$ cat src/hw/rtpw_map.vh
// Register map, field positions and timing constants for the radio tx block
//
// Overview of operation
// - Calibrate synthesizer on every receive or transmit enable
// - Amplifier drive follows power level field
// - Bias switch low receiving, high transmitting
// - Carrier mode forces static DAC override values
// - Mode 3 plus tx strobe sends pseudorandom
// - Send CRC low byte, then feed 0xFF
// - Pseudorandom sequence repeats every 65535 bits
// - Payload starts 00 78 B8 4B 99 C3 E9
// - Preamble and delimiter precede data in every mode
// - Mode 2 without override replays buffer, ignores underflow
// - Oscillator stable flag readable by software
`ifndef RTPW_MAP_VH
`define RTPW_MAP_VH

// ----------------------------------------------------------------------
// Register byte offsets
// ----------------------------------------------------------------------
`define RTPW_OFS_TX_CONTROL_LOW 12'h000
`define RTPW_OFS_MODEM_CONTROL1_LOW 12'h004
`define RTPW_OFS_DAC_OVERRIDE_HIGH 12'h008
`define RTPW_OFS_DAC_OVERRIDE_LOW 12'h00C
`define RTPW_OFS_STROBE 12'h010
`define RTPW_OFS_STATUS 12'h014
`define RTPW_OFS_TX_BUFFER 12'h018

// ----------------------------------------------------------------------
// Reset values
// ----------------------------------------------------------------------
`define RTPW_RST_TX_CONTROL_LOW 8'hFF
`define RTPW_RST_MODEM_CONTROL1_LOW 8'h00
`define RTPW_RST_DAC_OVERRIDE 8'h00

// ----------------------------------------------------------------------
// Fields
// ----------------------------------------------------------------------
`define RTPW_PWR_MSB 4
`define RTPW_MODE_MSB 1
`define RTPW_MODE_NORMAL 2'h0
`define RTPW_MODE_FIFO_OR_CARRIER 2'h2
`define RTPW_MODE_PRBS 2'h3
`define RTPW_STB_OSC_ON 0
`define RTPW_STB_RX_ON 1
`define RTPW_STB_TX_ON 2
`define RTPW_STB_TX_ON_IF_CLEAR 3
`define RTPW_STB_RADIO_OFF 4
`define RTPW_ST_OSC_STABLE 0
`define RTPW_ST_TX_ACTIVE 1
`define RTPW_ST_RX_ACTIVE 2
`define RTPW_ST_CALIBRATING 3
`define RTPW_ST_UNDERFLOW 4
`define RTPW_ST_OSC_ENABLED 5

// ----------------------------------------------------------------------
// Frame and buffer constants
// ----------------------------------------------------------------------
`define RTPW_PREAMBLE_BYTES 4'h4
`define RTPW_PREAMBLE_BYTE 8'h00
`define RTPW_SFD_BYTE 8'hA7
`define RTPW_PRBS_FEED 8'hFF
`define RTPW_CRC_INIT 16'h0000
`define RTPW_CRC_POLY 16'h8408
`define RTPW_BUF_DEPTH 128
`define RTPW_BUF_FULL 8'h80

// ----------------------------------------------------------------------
// Timing
// ----------------------------------------------------------------------
`define RTPW_CLK_MHZ 100
`define RTPW_CAL_TIME_US 12
`define RTPW_CAL_CYCLES (`RTPW_CAL_TIME_US * `RTPW_CLK_MHZ)

`endif

$ cat src/hw/rtpw_top.v
// Radio transmit control: calibration, power, bias switch and test modes
`include "rtpw_map.vh"
`default_nettype none

module rtpw_top (
  // Clock and reset
  input wire core_clk,
  input wire nrst,
  // APB slave
  input wire psel,
  input wire penable,
  input wire pwrite,
  input wire [11:0] paddr,
  input wire [31:0] pwdata,
  output wire pready,
  output reg [31:0] prdata,
  output reg pslverr,
  // Crystal oscillator
  output reg osc_enable,
  input wire osc_ready,
  // Channel assessment from receiver
  input wire cca_clear,
  // Synthesizer calibration
  output wire synth_cal_active,
  // Analog front end
  output reg [4:0] amp_power_level,
  output reg rx_tx_bias_switch,
  output wire tx_enable,
  output wire rx_enable,
  output wire dac_override_active,
  output reg [15:0] dac_override_word,
  // Byte stream to modulator
  input wire tx_byte_req,
  output reg [7:0] tx_data,
  output reg tx_data_strobe
);

  // ----------------------------------------------------------------------
  // Radio states
  // ----------------------------------------------------------------------
  localparam [4:0] ST_IDLE = 5'h01;
  localparam [4:0] ST_RX_CAL = 5'h02;
  localparam [4:0] ST_RX = 5'h04;
  localparam [4:0] ST_TX_CAL = 5'h08;
  localparam [4:0] ST_TX = 5'h10;
  localparam [31:0] CAL_LAST_W = `RTPW_CAL_CYCLES - 1;
  localparam [11:0] CAL_LAST = CAL_LAST_W[11:0];
  localparam [3:0] HDR_LAST = `RTPW_PREAMBLE_BYTES;

  reg [4:0] state_q;
  reg [11:0] cal_cnt_q;
  reg [7:0] tx_control_low_q;
  reg [7:0] modem_control1_low_q;
  reg [7:0] dac_override_high_q;
  reg [7:0] dac_override_low_q;
  reg osc_meta_q;
  reg osc_sync_q;
  reg cca_meta_q;
  reg cca_sync_q;
  reg underflow_q;
  reg [3:0] hdr_cnt_q;
  reg [7:0] buf_mem [0:`RTPW_BUF_DEPTH-1];
  reg [6:0] wr_ptr_q;
  reg [6:0] rd_ptr_q;
  reg [7:0] count_q;
  reg [7:0] count_d;

  // ----------------------------------------------------------------------
  // Bus decode
  // ----------------------------------------------------------------------
  wire setup = psel & ~penable;
  wire wr_en = psel & penable & pwrite;
  reg [31:0] rd_val;
  reg hit;

  wire [1:0] tx_mode = modem_control1_low_q[`RTPW_MODE_MSB:0];
  wire [15:0] dac_word = {dac_override_high_q, dac_override_low_q};
  wire carrier_cfg = (tx_mode == `RTPW_MODE_FIFO_OR_CARRIER) &&
                     (dac_word != 16'h0000);
  wire replay_cfg = (tx_mode == `RTPW_MODE_FIFO_OR_CARRIER) &&
                    (dac_word == 16'h0000);
  wire prbs_cfg = (tx_mode == `RTPW_MODE_PRBS);

  wire stb_wr = wr_en && (paddr == `RTPW_OFS_STROBE);
  wire stb_osc_on = stb_wr & pwdata[`RTPW_STB_OSC_ON];
  wire stb_rx_on = stb_wr & pwdata[`RTPW_STB_RX_ON];
  wire stb_tx_on = stb_wr & pwdata[`RTPW_STB_TX_ON];
  wire stb_tx_cca = stb_wr & pwdata[`RTPW_STB_TX_ON_IF_CLEAR];
  wire stb_off = stb_wr & pwdata[`RTPW_STB_RADIO_OFF];
  // Clear-channel strobe is dropped when the channel is busy
  wire tx_start = stb_tx_on | (stb_tx_cca & cca_sync_q);
  wire buf_push = wr_en && (paddr == `RTPW_OFS_TX_BUFFER) &&
                  (count_q != `RTPW_BUF_FULL);

  wire [15:0] crc_word;
  wire in_tx = (state_q == ST_TX);
  wire hdr_done = (hdr_cnt_q > HDR_LAST);
  wire byte_take = in_tx & tx_byte_req;
  wire buf_empty = (count_q == 8'h00);
  wire prbs_step = byte_take & hdr_done & prbs_cfg;
  // Replay keeps reading the whole buffer whether or not it drained
  wire buf_pop = byte_take & hdr_done & ~carrier_cfg & ~prbs_cfg &
                 (replay_cfg | ~buf_empty);

  always @* begin
    rd_val = 32'h00000000;
    hit = 1'b1;
    if (paddr == `RTPW_OFS_TX_CONTROL_LOW) begin
      rd_val = {24'h000000, tx_control_low_q};
    end else if (paddr == `RTPW_OFS_MODEM_CONTROL1_LOW) begin
      rd_val = {24'h000000, modem_control1_low_q};
    end else if (paddr == `RTPW_OFS_DAC_OVERRIDE_HIGH) begin
      rd_val = {24'h000000, dac_override_high_q};
    end else if (paddr == `RTPW_OFS_DAC_OVERRIDE_LOW) begin
      rd_val = {24'h000000, dac_override_low_q};
    end else if (paddr == `RTPW_OFS_STROBE) begin
      rd_val = 32'h00000000;
    end else if (paddr == `RTPW_OFS_STATUS) begin
      rd_val[`RTPW_ST_OSC_STABLE] = osc_sync_q;
      rd_val[`RTPW_ST_TX_ACTIVE] = in_tx;
      rd_val[`RTPW_ST_RX_ACTIVE] = (state_q == ST_RX);
      rd_val[`RTPW_ST_CALIBRATING] = synth_cal_active;
      rd_val[`RTPW_ST_UNDERFLOW] = underflow_q;
      rd_val[`RTPW_ST_OSC_ENABLED] = osc_enable;
    end else if (paddr == `RTPW_OFS_TX_BUFFER) begin
      rd_val = {24'h000000, count_q};
    end else begin
      hit = 1'b0;
    end
  end

  // One wait-free access phase; answer is captured in the setup cycle
  assign pready = penable;

  always @(posedge core_clk or negedge nrst) begin
    if (!nrst) begin
      prdata <= 32'h00000000;
      pslverr <= 1'b0;
    end else if (setup) begin
      prdata <= pwrite ? 32'h00000000 : rd_val;
      pslverr <= ~hit;
    end
  end

  // ----------------------------------------------------------------------
  // Pin synchronisers
  // ----------------------------------------------------------------------
  always @(posedge core_clk or negedge nrst) begin
    if (!nrst) begin
      osc_meta_q <= 1'b0;
      osc_sync_q <= 1'b0;
      cca_meta_q <= 1'b0;
      cca_sync_q <= 1'b0;
    end else begin
      osc_meta_q <= osc_ready;
      osc_sync_q <= osc_meta_q;
      cca_meta_q <= cca_clear;
      cca_sync_q <= cca_meta_q;
    end
  end

  // ----------------------------------------------------------------------
  // Configuration registers
  // ----------------------------------------------------------------------
  always @(posedge core_clk or negedge nrst) begin
    if (!nrst) begin
      tx_control_low_q <= `RTPW_RST_TX_CONTROL_LOW;
      modem_control1_low_q <= `RTPW_RST_MODEM_CONTROL1_LOW;
      dac_override_high_q <= `RTPW_RST_DAC_OVERRIDE;
      dac_override_low_q <= `RTPW_RST_DAC_OVERRIDE;
      osc_enable <= 1'b0;
    end else begin
      if (wr_en && paddr == `RTPW_OFS_TX_CONTROL_LOW) begin
        tx_control_low_q <= pwdata[7:0];
      end
      if (wr_en && paddr == `RTPW_OFS_MODEM_CONTROL1_LOW) begin
        modem_control1_low_q <= pwdata[7:0];
      end else if (stb_off) begin
        modem_control1_low_q[`RTPW_MODE_MSB:0] <= `RTPW_MODE_NORMAL;
      end
      if (wr_en && paddr == `RTPW_OFS_DAC_OVERRIDE_HIGH) begin
        dac_override_high_q <= pwdata[7:0];
      end
      if (wr_en && paddr == `RTPW_OFS_DAC_OVERRIDE_LOW) begin
        dac_override_low_q <= pwdata[7:0];
      end
      if (stb_osc_on) begin
        osc_enable <= 1'b1;
      end
    end
  end

  // ----------------------------------------------------------------------
  // Radio control state machine
  // ----------------------------------------------------------------------
  always @(posedge core_clk or negedge nrst) begin
    if (!nrst) begin
      state_q <= ST_IDLE;
      cal_cnt_q <= 12'h000;
    end else if (stb_off) begin
      state_q <= ST_IDLE;
      cal_cnt_q <= 12'h000;
    end else begin
      case (state_q)
        ST_IDLE, ST_RX: begin
          cal_cnt_q <= 12'h000;
          if (tx_start) begin
            state_q <= ST_TX_CAL;
          end else if (stb_rx_on && state_q == ST_IDLE) begin
            state_q <= ST_RX_CAL;
          end
        end
        ST_RX_CAL: begin
          cal_cnt_q <= cal_cnt_q + 12'h001;
          if (cal_cnt_q == CAL_LAST) begin
            state_q <= ST_RX;
          end
        end
        ST_TX_CAL: begin
          cal_cnt_q <= cal_cnt_q + 12'h001;
          if (cal_cnt_q == CAL_LAST) begin
            state_q <= ST_TX;
          end
        end
        ST_TX: begin
          cal_cnt_q <= 12'h000;
          // Normal frames end when the buffer runs dry
          if (byte_take && hdr_done && tx_mode == `RTPW_MODE_NORMAL &&
              buf_empty) begin
            state_q <= ST_IDLE;
          end
        end
        default: begin
          state_q <= ST_IDLE;
          cal_cnt_q <= 12'h000;
        end
      endcase
    end
  end

  assign synth_cal_active = (state_q == ST_RX_CAL) | (state_q == ST_TX_CAL);
  assign tx_enable = in_tx;
  assign rx_enable = (state_q == ST_RX);
  assign dac_override_active = in_tx & carrier_cfg;

  // ----------------------------------------------------------------------
  // Front end drive
  // ----------------------------------------------------------------------
  always @(posedge core_clk or negedge nrst) begin
    if (!nrst) begin
      amp_power_level <= 5'h1F;
      rx_tx_bias_switch <= 1'b0;
      dac_override_word <= 16'h0000;
    end else begin
      amp_power_level <= tx_control_low_q[`RTPW_PWR_MSB:0];
      rx_tx_bias_switch <= (state_q == ST_TX_CAL) | in_tx;
      dac_override_word <= carrier_cfg ? dac_word : 16'h0000;
    end
  end

  // ----------------------------------------------------------------------
  // Transmit buffer
  // ----------------------------------------------------------------------
  always @* begin
    count_d = count_q;
    if (buf_push && !(buf_pop && !replay_cfg)) begin
      count_d = count_q + 8'h01;
    end else if (!buf_push && buf_pop && !replay_cfg) begin
      count_d = count_q - 8'h01;
    end
  end

  always @(posedge core_clk) begin
    if (buf_push) begin
      buf_mem[wr_ptr_q] <= pwdata[7:0];
    end
  end

  // Replay does not consume, so the same 128 bytes recur
  always @(posedge core_clk or negedge nrst) begin
    if (!nrst) begin
      wr_ptr_q <= 7'h00;
      rd_ptr_q <= 7'h00;
      count_q <= 8'h00;
    end else begin
      if (buf_push) begin
        wr_ptr_q <= wr_ptr_q + 7'h01;
      end
      if (buf_pop) begin
        rd_ptr_q <= rd_ptr_q + 7'h01;
      end
      count_q <= count_d;
    end
  end

  // Underflow is only reported in normal mode
  always @(posedge core_clk or negedge nrst) begin
    if (!nrst) begin
      underflow_q <= 1'b0;
    end else if (byte_take && hdr_done && tx_mode == `RTPW_MODE_NORMAL &&
                 buf_empty) begin
      underflow_q <= 1'b1;
    end else if (tx_start) begin
      underflow_q <= 1'b0;
    end
  end

  // ----------------------------------------------------------------------
  // Byte source: header, then buffer or pattern
  // ----------------------------------------------------------------------
  wire gen_clear = (state_q == ST_TX_CAL);

  rtpw_crc16 u_crc (
    .core_clk(core_clk),
    .nrst(nrst),
    .clear(gen_clear),
    .step(prbs_step),
    .data(`RTPW_PRBS_FEED),
    .crc(crc_word)
  );

  always @(posedge core_clk or negedge nrst) begin
    if (!nrst) begin
      hdr_cnt_q <= 4'h0;
      tx_data <= 8'h00;
      tx_data_strobe <= 1'b0;
    end else begin
      tx_data_strobe <= 1'b0;
      if (gen_clear) begin
        hdr_cnt_q <= 4'h0;
      end else if (byte_take) begin
        if (!hdr_done) begin
          // Header goes out in every mode, test modes too
          hdr_cnt_q <= hdr_cnt_q + 4'h1;
          tx_data <= (hdr_cnt_q == HDR_LAST) ? `RTPW_SFD_BYTE :
                     `RTPW_PREAMBLE_BYTE;
          tx_data_strobe <= 1'b1;
        end else if (prbs_cfg) begin
          // Low byte before the advance gives 00 78 B8 ...
          tx_data <= crc_word[7:0];
          tx_data_strobe <= 1'b1;
        end else if (buf_pop) begin
          tx_data <= buf_mem[rd_ptr_q];
          tx_data_strobe <= 1'b1;
        end
      end
    end
  end

  // The CRC pattern period of 65535 bits follows from the generator
  // polynomial and the fixed 0xFF feed; nothing here truncates it.

endmodule

`default_nettype wire

$ cat src/hw/rtpw_crc16.v
// Byte-wide frame CRC generator used as the test pattern source
`include "rtpw_map.vh"
`default_nettype none

module rtpw_crc16 (
  // Clock and reset
  input wire core_clk,
  input wire nrst,
  // Control
  input wire clear,
  input wire step,
  input wire [7:0] data,
  // State
  output wire [15:0] crc
);

  reg [15:0] crc_q;
  reg [15:0] crc_d;
  integer i;

  // ----------------------------------------------------------------------
  // Bitwise update, least significant bit first
  // ----------------------------------------------------------------------
  always @* begin
    crc_d = crc_q;
    for (i = 0; i < 8; i = i + 1) begin
      if (crc_d[0] ^ data[i]) begin
        crc_d = {1'b0, crc_d[15:1]} ^ `RTPW_CRC_POLY;
      end else begin
        crc_d = {1'b0, crc_d[15:1]};
      end
    end
  end

  always @(posedge core_clk or negedge nrst) begin
    if (!nrst) begin
      crc_q <= `RTPW_CRC_INIT;
    end else if (clear) begin
      crc_q <= `RTPW_CRC_INIT;
    end else if (step) begin
      crc_q <= crc_d;
    end
  end

  assign crc = crc_q;

endmodule

`default_nettype wire

$ cat config.mk
export PLATFORM = sky130hd
export DESIGN_NAME = rtpw_top
export DESIGN_NICKNAME = d
export VERILOG_FILES = /design/src/hw/rtpw_top.v /design/src/hw/rtpw_crc16.v
export VERILOG_INCLUDE_DIRS = /design/src /design/src/hw
export SDC_FILE = /design/constraint.sdc
export NUM_CORES = 1
export LEC_CHECK = 0
export BUFFER_PORTS_ARGS = -buffer_cell sky130_fd_sc_hd__buf_2
export CORE_MARGIN = 3
export CORE_UTILIZATION = 45
export DETAILED_ROUTE_END_ITERATION = 6
export PLACE_DENSITY = 0.67
export SYNTH_ARGS = -nofsm -noshare
export SYNTH_HDL_FRONTEND = slang
export SYNTH_SLANG_ARGS = --single-unit
$ cat constraint.sdc
create_clock -name core_clk -period 3.9 [get_ports core_clk]
set_input_delay 0.78 -clock core_clk [delete_from_list [all_inputs] [get_ports core_clk]]
set_output_delay 0.78 -clock core_clk [all_outputs]
set_load 0.03 [all_outputs]
==> impl_metrics.yaml <==
clock_tree:
  clock_sinks: 1161
  postCtsHoldBufs: 0
  clkTransAtPathRegs_ps: 60
  cts_resized: 0
  clock_path_buffers: 3
  htreeDepth: 3
  post_cts_buffers: 0
  cts_buffers: 114
  clock_latency_ps: 700
  cts_tree: "built"
  cts_root_buffer: "clkbuf_16"
sta:
  setup_viol: 0
  timing.hold.ws_ps: 132.6
  fin_tns_setup_ps: 0
  drv_slew: 0
  max_freq_ghz: 0.2654
  finalCriticalPeriod_ps: 3768
  slew_headroom: 0.3356
  post-route-period-util: 0.9662
  rsz0062_at_grt: "no"
  hold_viol_final: 0
  worst-slew-pin-transition_ps: 996.6
  finalClockSkew_ps: 31.12
yosys:
  synth.most_common_cell: "edfxtp_1"
  ys_ff_latch: 1161
  synth_edf_count: 1024
  synth_area_leaders: "edfxtp_1 67%, mux4_2 11%, dfrtp_1 6.7%, mux2i_1 2.5%, nor2_1 1.5%"
  synthCells: 2493
  seq_area_frac_synth: 0.7406
  ys_async_sr_fraction: 0.1180
  synth_top_area_share: 0.6660
  synth.largest_area_cell: "edfxtp_1"
  synth-warning-count: 0
  syn_area_um2: 46170
  synth_flop_cell: "edfxtp_1"
  synth_top_cells_by_count: "1024 x edfxtp_1, 220 x mux4_2, 190 x nor2_1, 123 x dfrtp_1, 117 x mux2i_1"
  syn_avg_cell_area_um2: 18.52
  ys_types: 72
grt:
  grt_pass1_vias: 25510
  antenna_found_initial: 1
  grt-ovfl-total: 0
  grt_pass1_wl_um: 169600
  grt_use_total: 0.2140
  grt_max_degree: 133
critical_path:
  critical_path.max_stage_delay_ps: 860
  cp_cell_sequence: "buf_12, buf_4, mux4_2, a22oi_1, o211ai_1, a2111oi_0, buf_4, nor3_1, o22a_1"
  endpoint_kind: "flip-flop"
  crit_path_frequent_cell: "buf_4"
  path_delay_family: "compound AO/OA/AOI/OAI gates"
  slowest_stage: "a2111oi_0"
  arrival_ps: 4340
  cp-start-kind: "flip-flop"
  critPathKind: "reg2reg"
  cp_max_fo: 16
  cp_data_required_time_ps: 4480
  path_buf_inv: 3
status:
  outcome: "finished, final reports clean"
placement:
  hpwl_um: 73100
  numPortBuffers: 73
  placed_area_um2: 49840
  gp_congestion: 0.9038
run:
  drv_cap: 0
cells_and_area:
  area_growth_pct: 16.54
  final_nets: 2885
  layout-drive-gt1-share: 0.2779
  final_util: 0.5334
  finalInstanceArea_um2: 53810
  diodes: 0
detailed_routing:
  dr.pass1.iters: 6
  drt.antenna.violating_nets: 0
  post_drt_wl_per_cell_um: 26.65
  drt-total-wl_um: 114000
  drt_iter0_drc: 3312
  viasPerCell: 5.864
  drc: 0
  routed-via-count: 25090
floorplan:
  initial_core_util: 0.4577
  num_rows: 116
  fp.dieW_um: 326.3
  io_pins: 122
  core_area_um2: 100900
  die_y_um: 326.3
  die-area_um2: 106500
min_path:
  min_path_type: "in2async"
power:
  peakVddDrop_uv: 359.7
  powerDensity_nw_per_um2: 575.6
  leakagePower_uw: 0.01842
-- metal layers --
layer	vias up	global-route usage	wire length [µm]	share of wire
met1	12990	0.2985	45670	0.40
met3	216	0.03793	9561	0.084
met4	2	0.06979	3678	0.032
met5	-	0	13	0.00011
li1	10620	-	-	-
met2	1255	0.3449	55120	0.48
-- cells in the final DEF (no fill, tap or decap), drive strengths merged, types with 24 or more instances in the layout --
cell type  synthesis  layout
mux4             220     220
conb               1      24
nand2             96      96
o21ai             57      57
buf               86     344
nor2             192     192
xnor2             25      25
a21oi             57      57
nand3             35      35
clkbuf            69     129
clkinv             1      53
mux2i            117     117
mux2              35      35
a22oi             34      34
edfxtp          1024    1024
dfrtp            123     123
-- flip-flops by register name, summed over array words and instances, names as in the netlist, 8 cells and up --
register,count
buf_mem,1024
dac_override_word,16
u_crc.crc,16
cal_cnt_q,12
count_q,8
dac_override_high_q,8
dac_override_low_q,8
modem_control1_low_q,8
prdata,8
tx_control_low_q,8
tx_data,8
-- area by class of cell --
| cell class | instances | area, µm² |
|---|---|---|
| fill | 7704 | 47060 |
| sequential | 1161 | 34210 |
| multi-input combinational | 1187 | 11240 |
| clock buffer | 129 | 2930 |
| timing repair buffer | 344 | 2651 |
| tap | 1357 | 1698 |
| clock inverter | 88 | 1036 |
| inverter | 13 | 48.80 |
-- worst paths after layout --
| kind | from | to | slack [ps] | cells after the start |
|---|---|---|---|---|
| max | rd_ptr_q[0] | tx_data[5] | 130 | 9 |
| min | nrst | dac_override_low_q[4] | 130 | 1 |
| max reg2reg | rd_ptr_q[0] | tx_data[5] | 130 | 9 |
| min reg2reg | cca_meta_q | cca_sync_q | 360 | 0 |
| max in group asynchronous | nrst | state_q[0] | 2960 | 2 |
| min in group core_clk | cca_clear | cca_meta_q | 200 | 1 |
-- where the power goes --
part | total (µW) | switching, µW | internal, µW
combinational | 5750 | 3070 | 2680
clock | 11400 | 4670 | 6750
sequential | 13800 | 176 | 13600
total | 31000 | 7920 | 23100
-- logic make-up (layout without fill, tap and decap cells) --
logic type / Yosys count / count (layout) / synth area share
adder cells (fa/ha/maj): 12 / 12 / 0.003414
XOR/XNOR: 48 / 48 / 0.009105
multiplexers: 372 / 372 / 0.1412
other: 1 / 24 / 0.00008122
AO/OA/AOI/OAI: 288 / 288 / 0.04246
AND/OR/NAND/NOR: 443 / 443 / 0.04507
flip-flops: 1161 / 1161 / 0.7406
buffers and inverters: 168 / 574 / 0.01805
-- per-stage QoR --
step / setup WS [ps] / std cells / power, µW
5_1_grt: 102.4 / 4279 / 32050
3_3_place_gp: -168.6 / 4062 / 19720
4_1_cts: 202.2 / 4279 / 31230
2_1_floorplan: 84.63 / 2516 / 17900
3_5_place_dp: -120.7 / 4062 / 19820
6_report: 131.9 / 4279 / 30970
No activity file was read; power rests on OpenSTA's default activity.
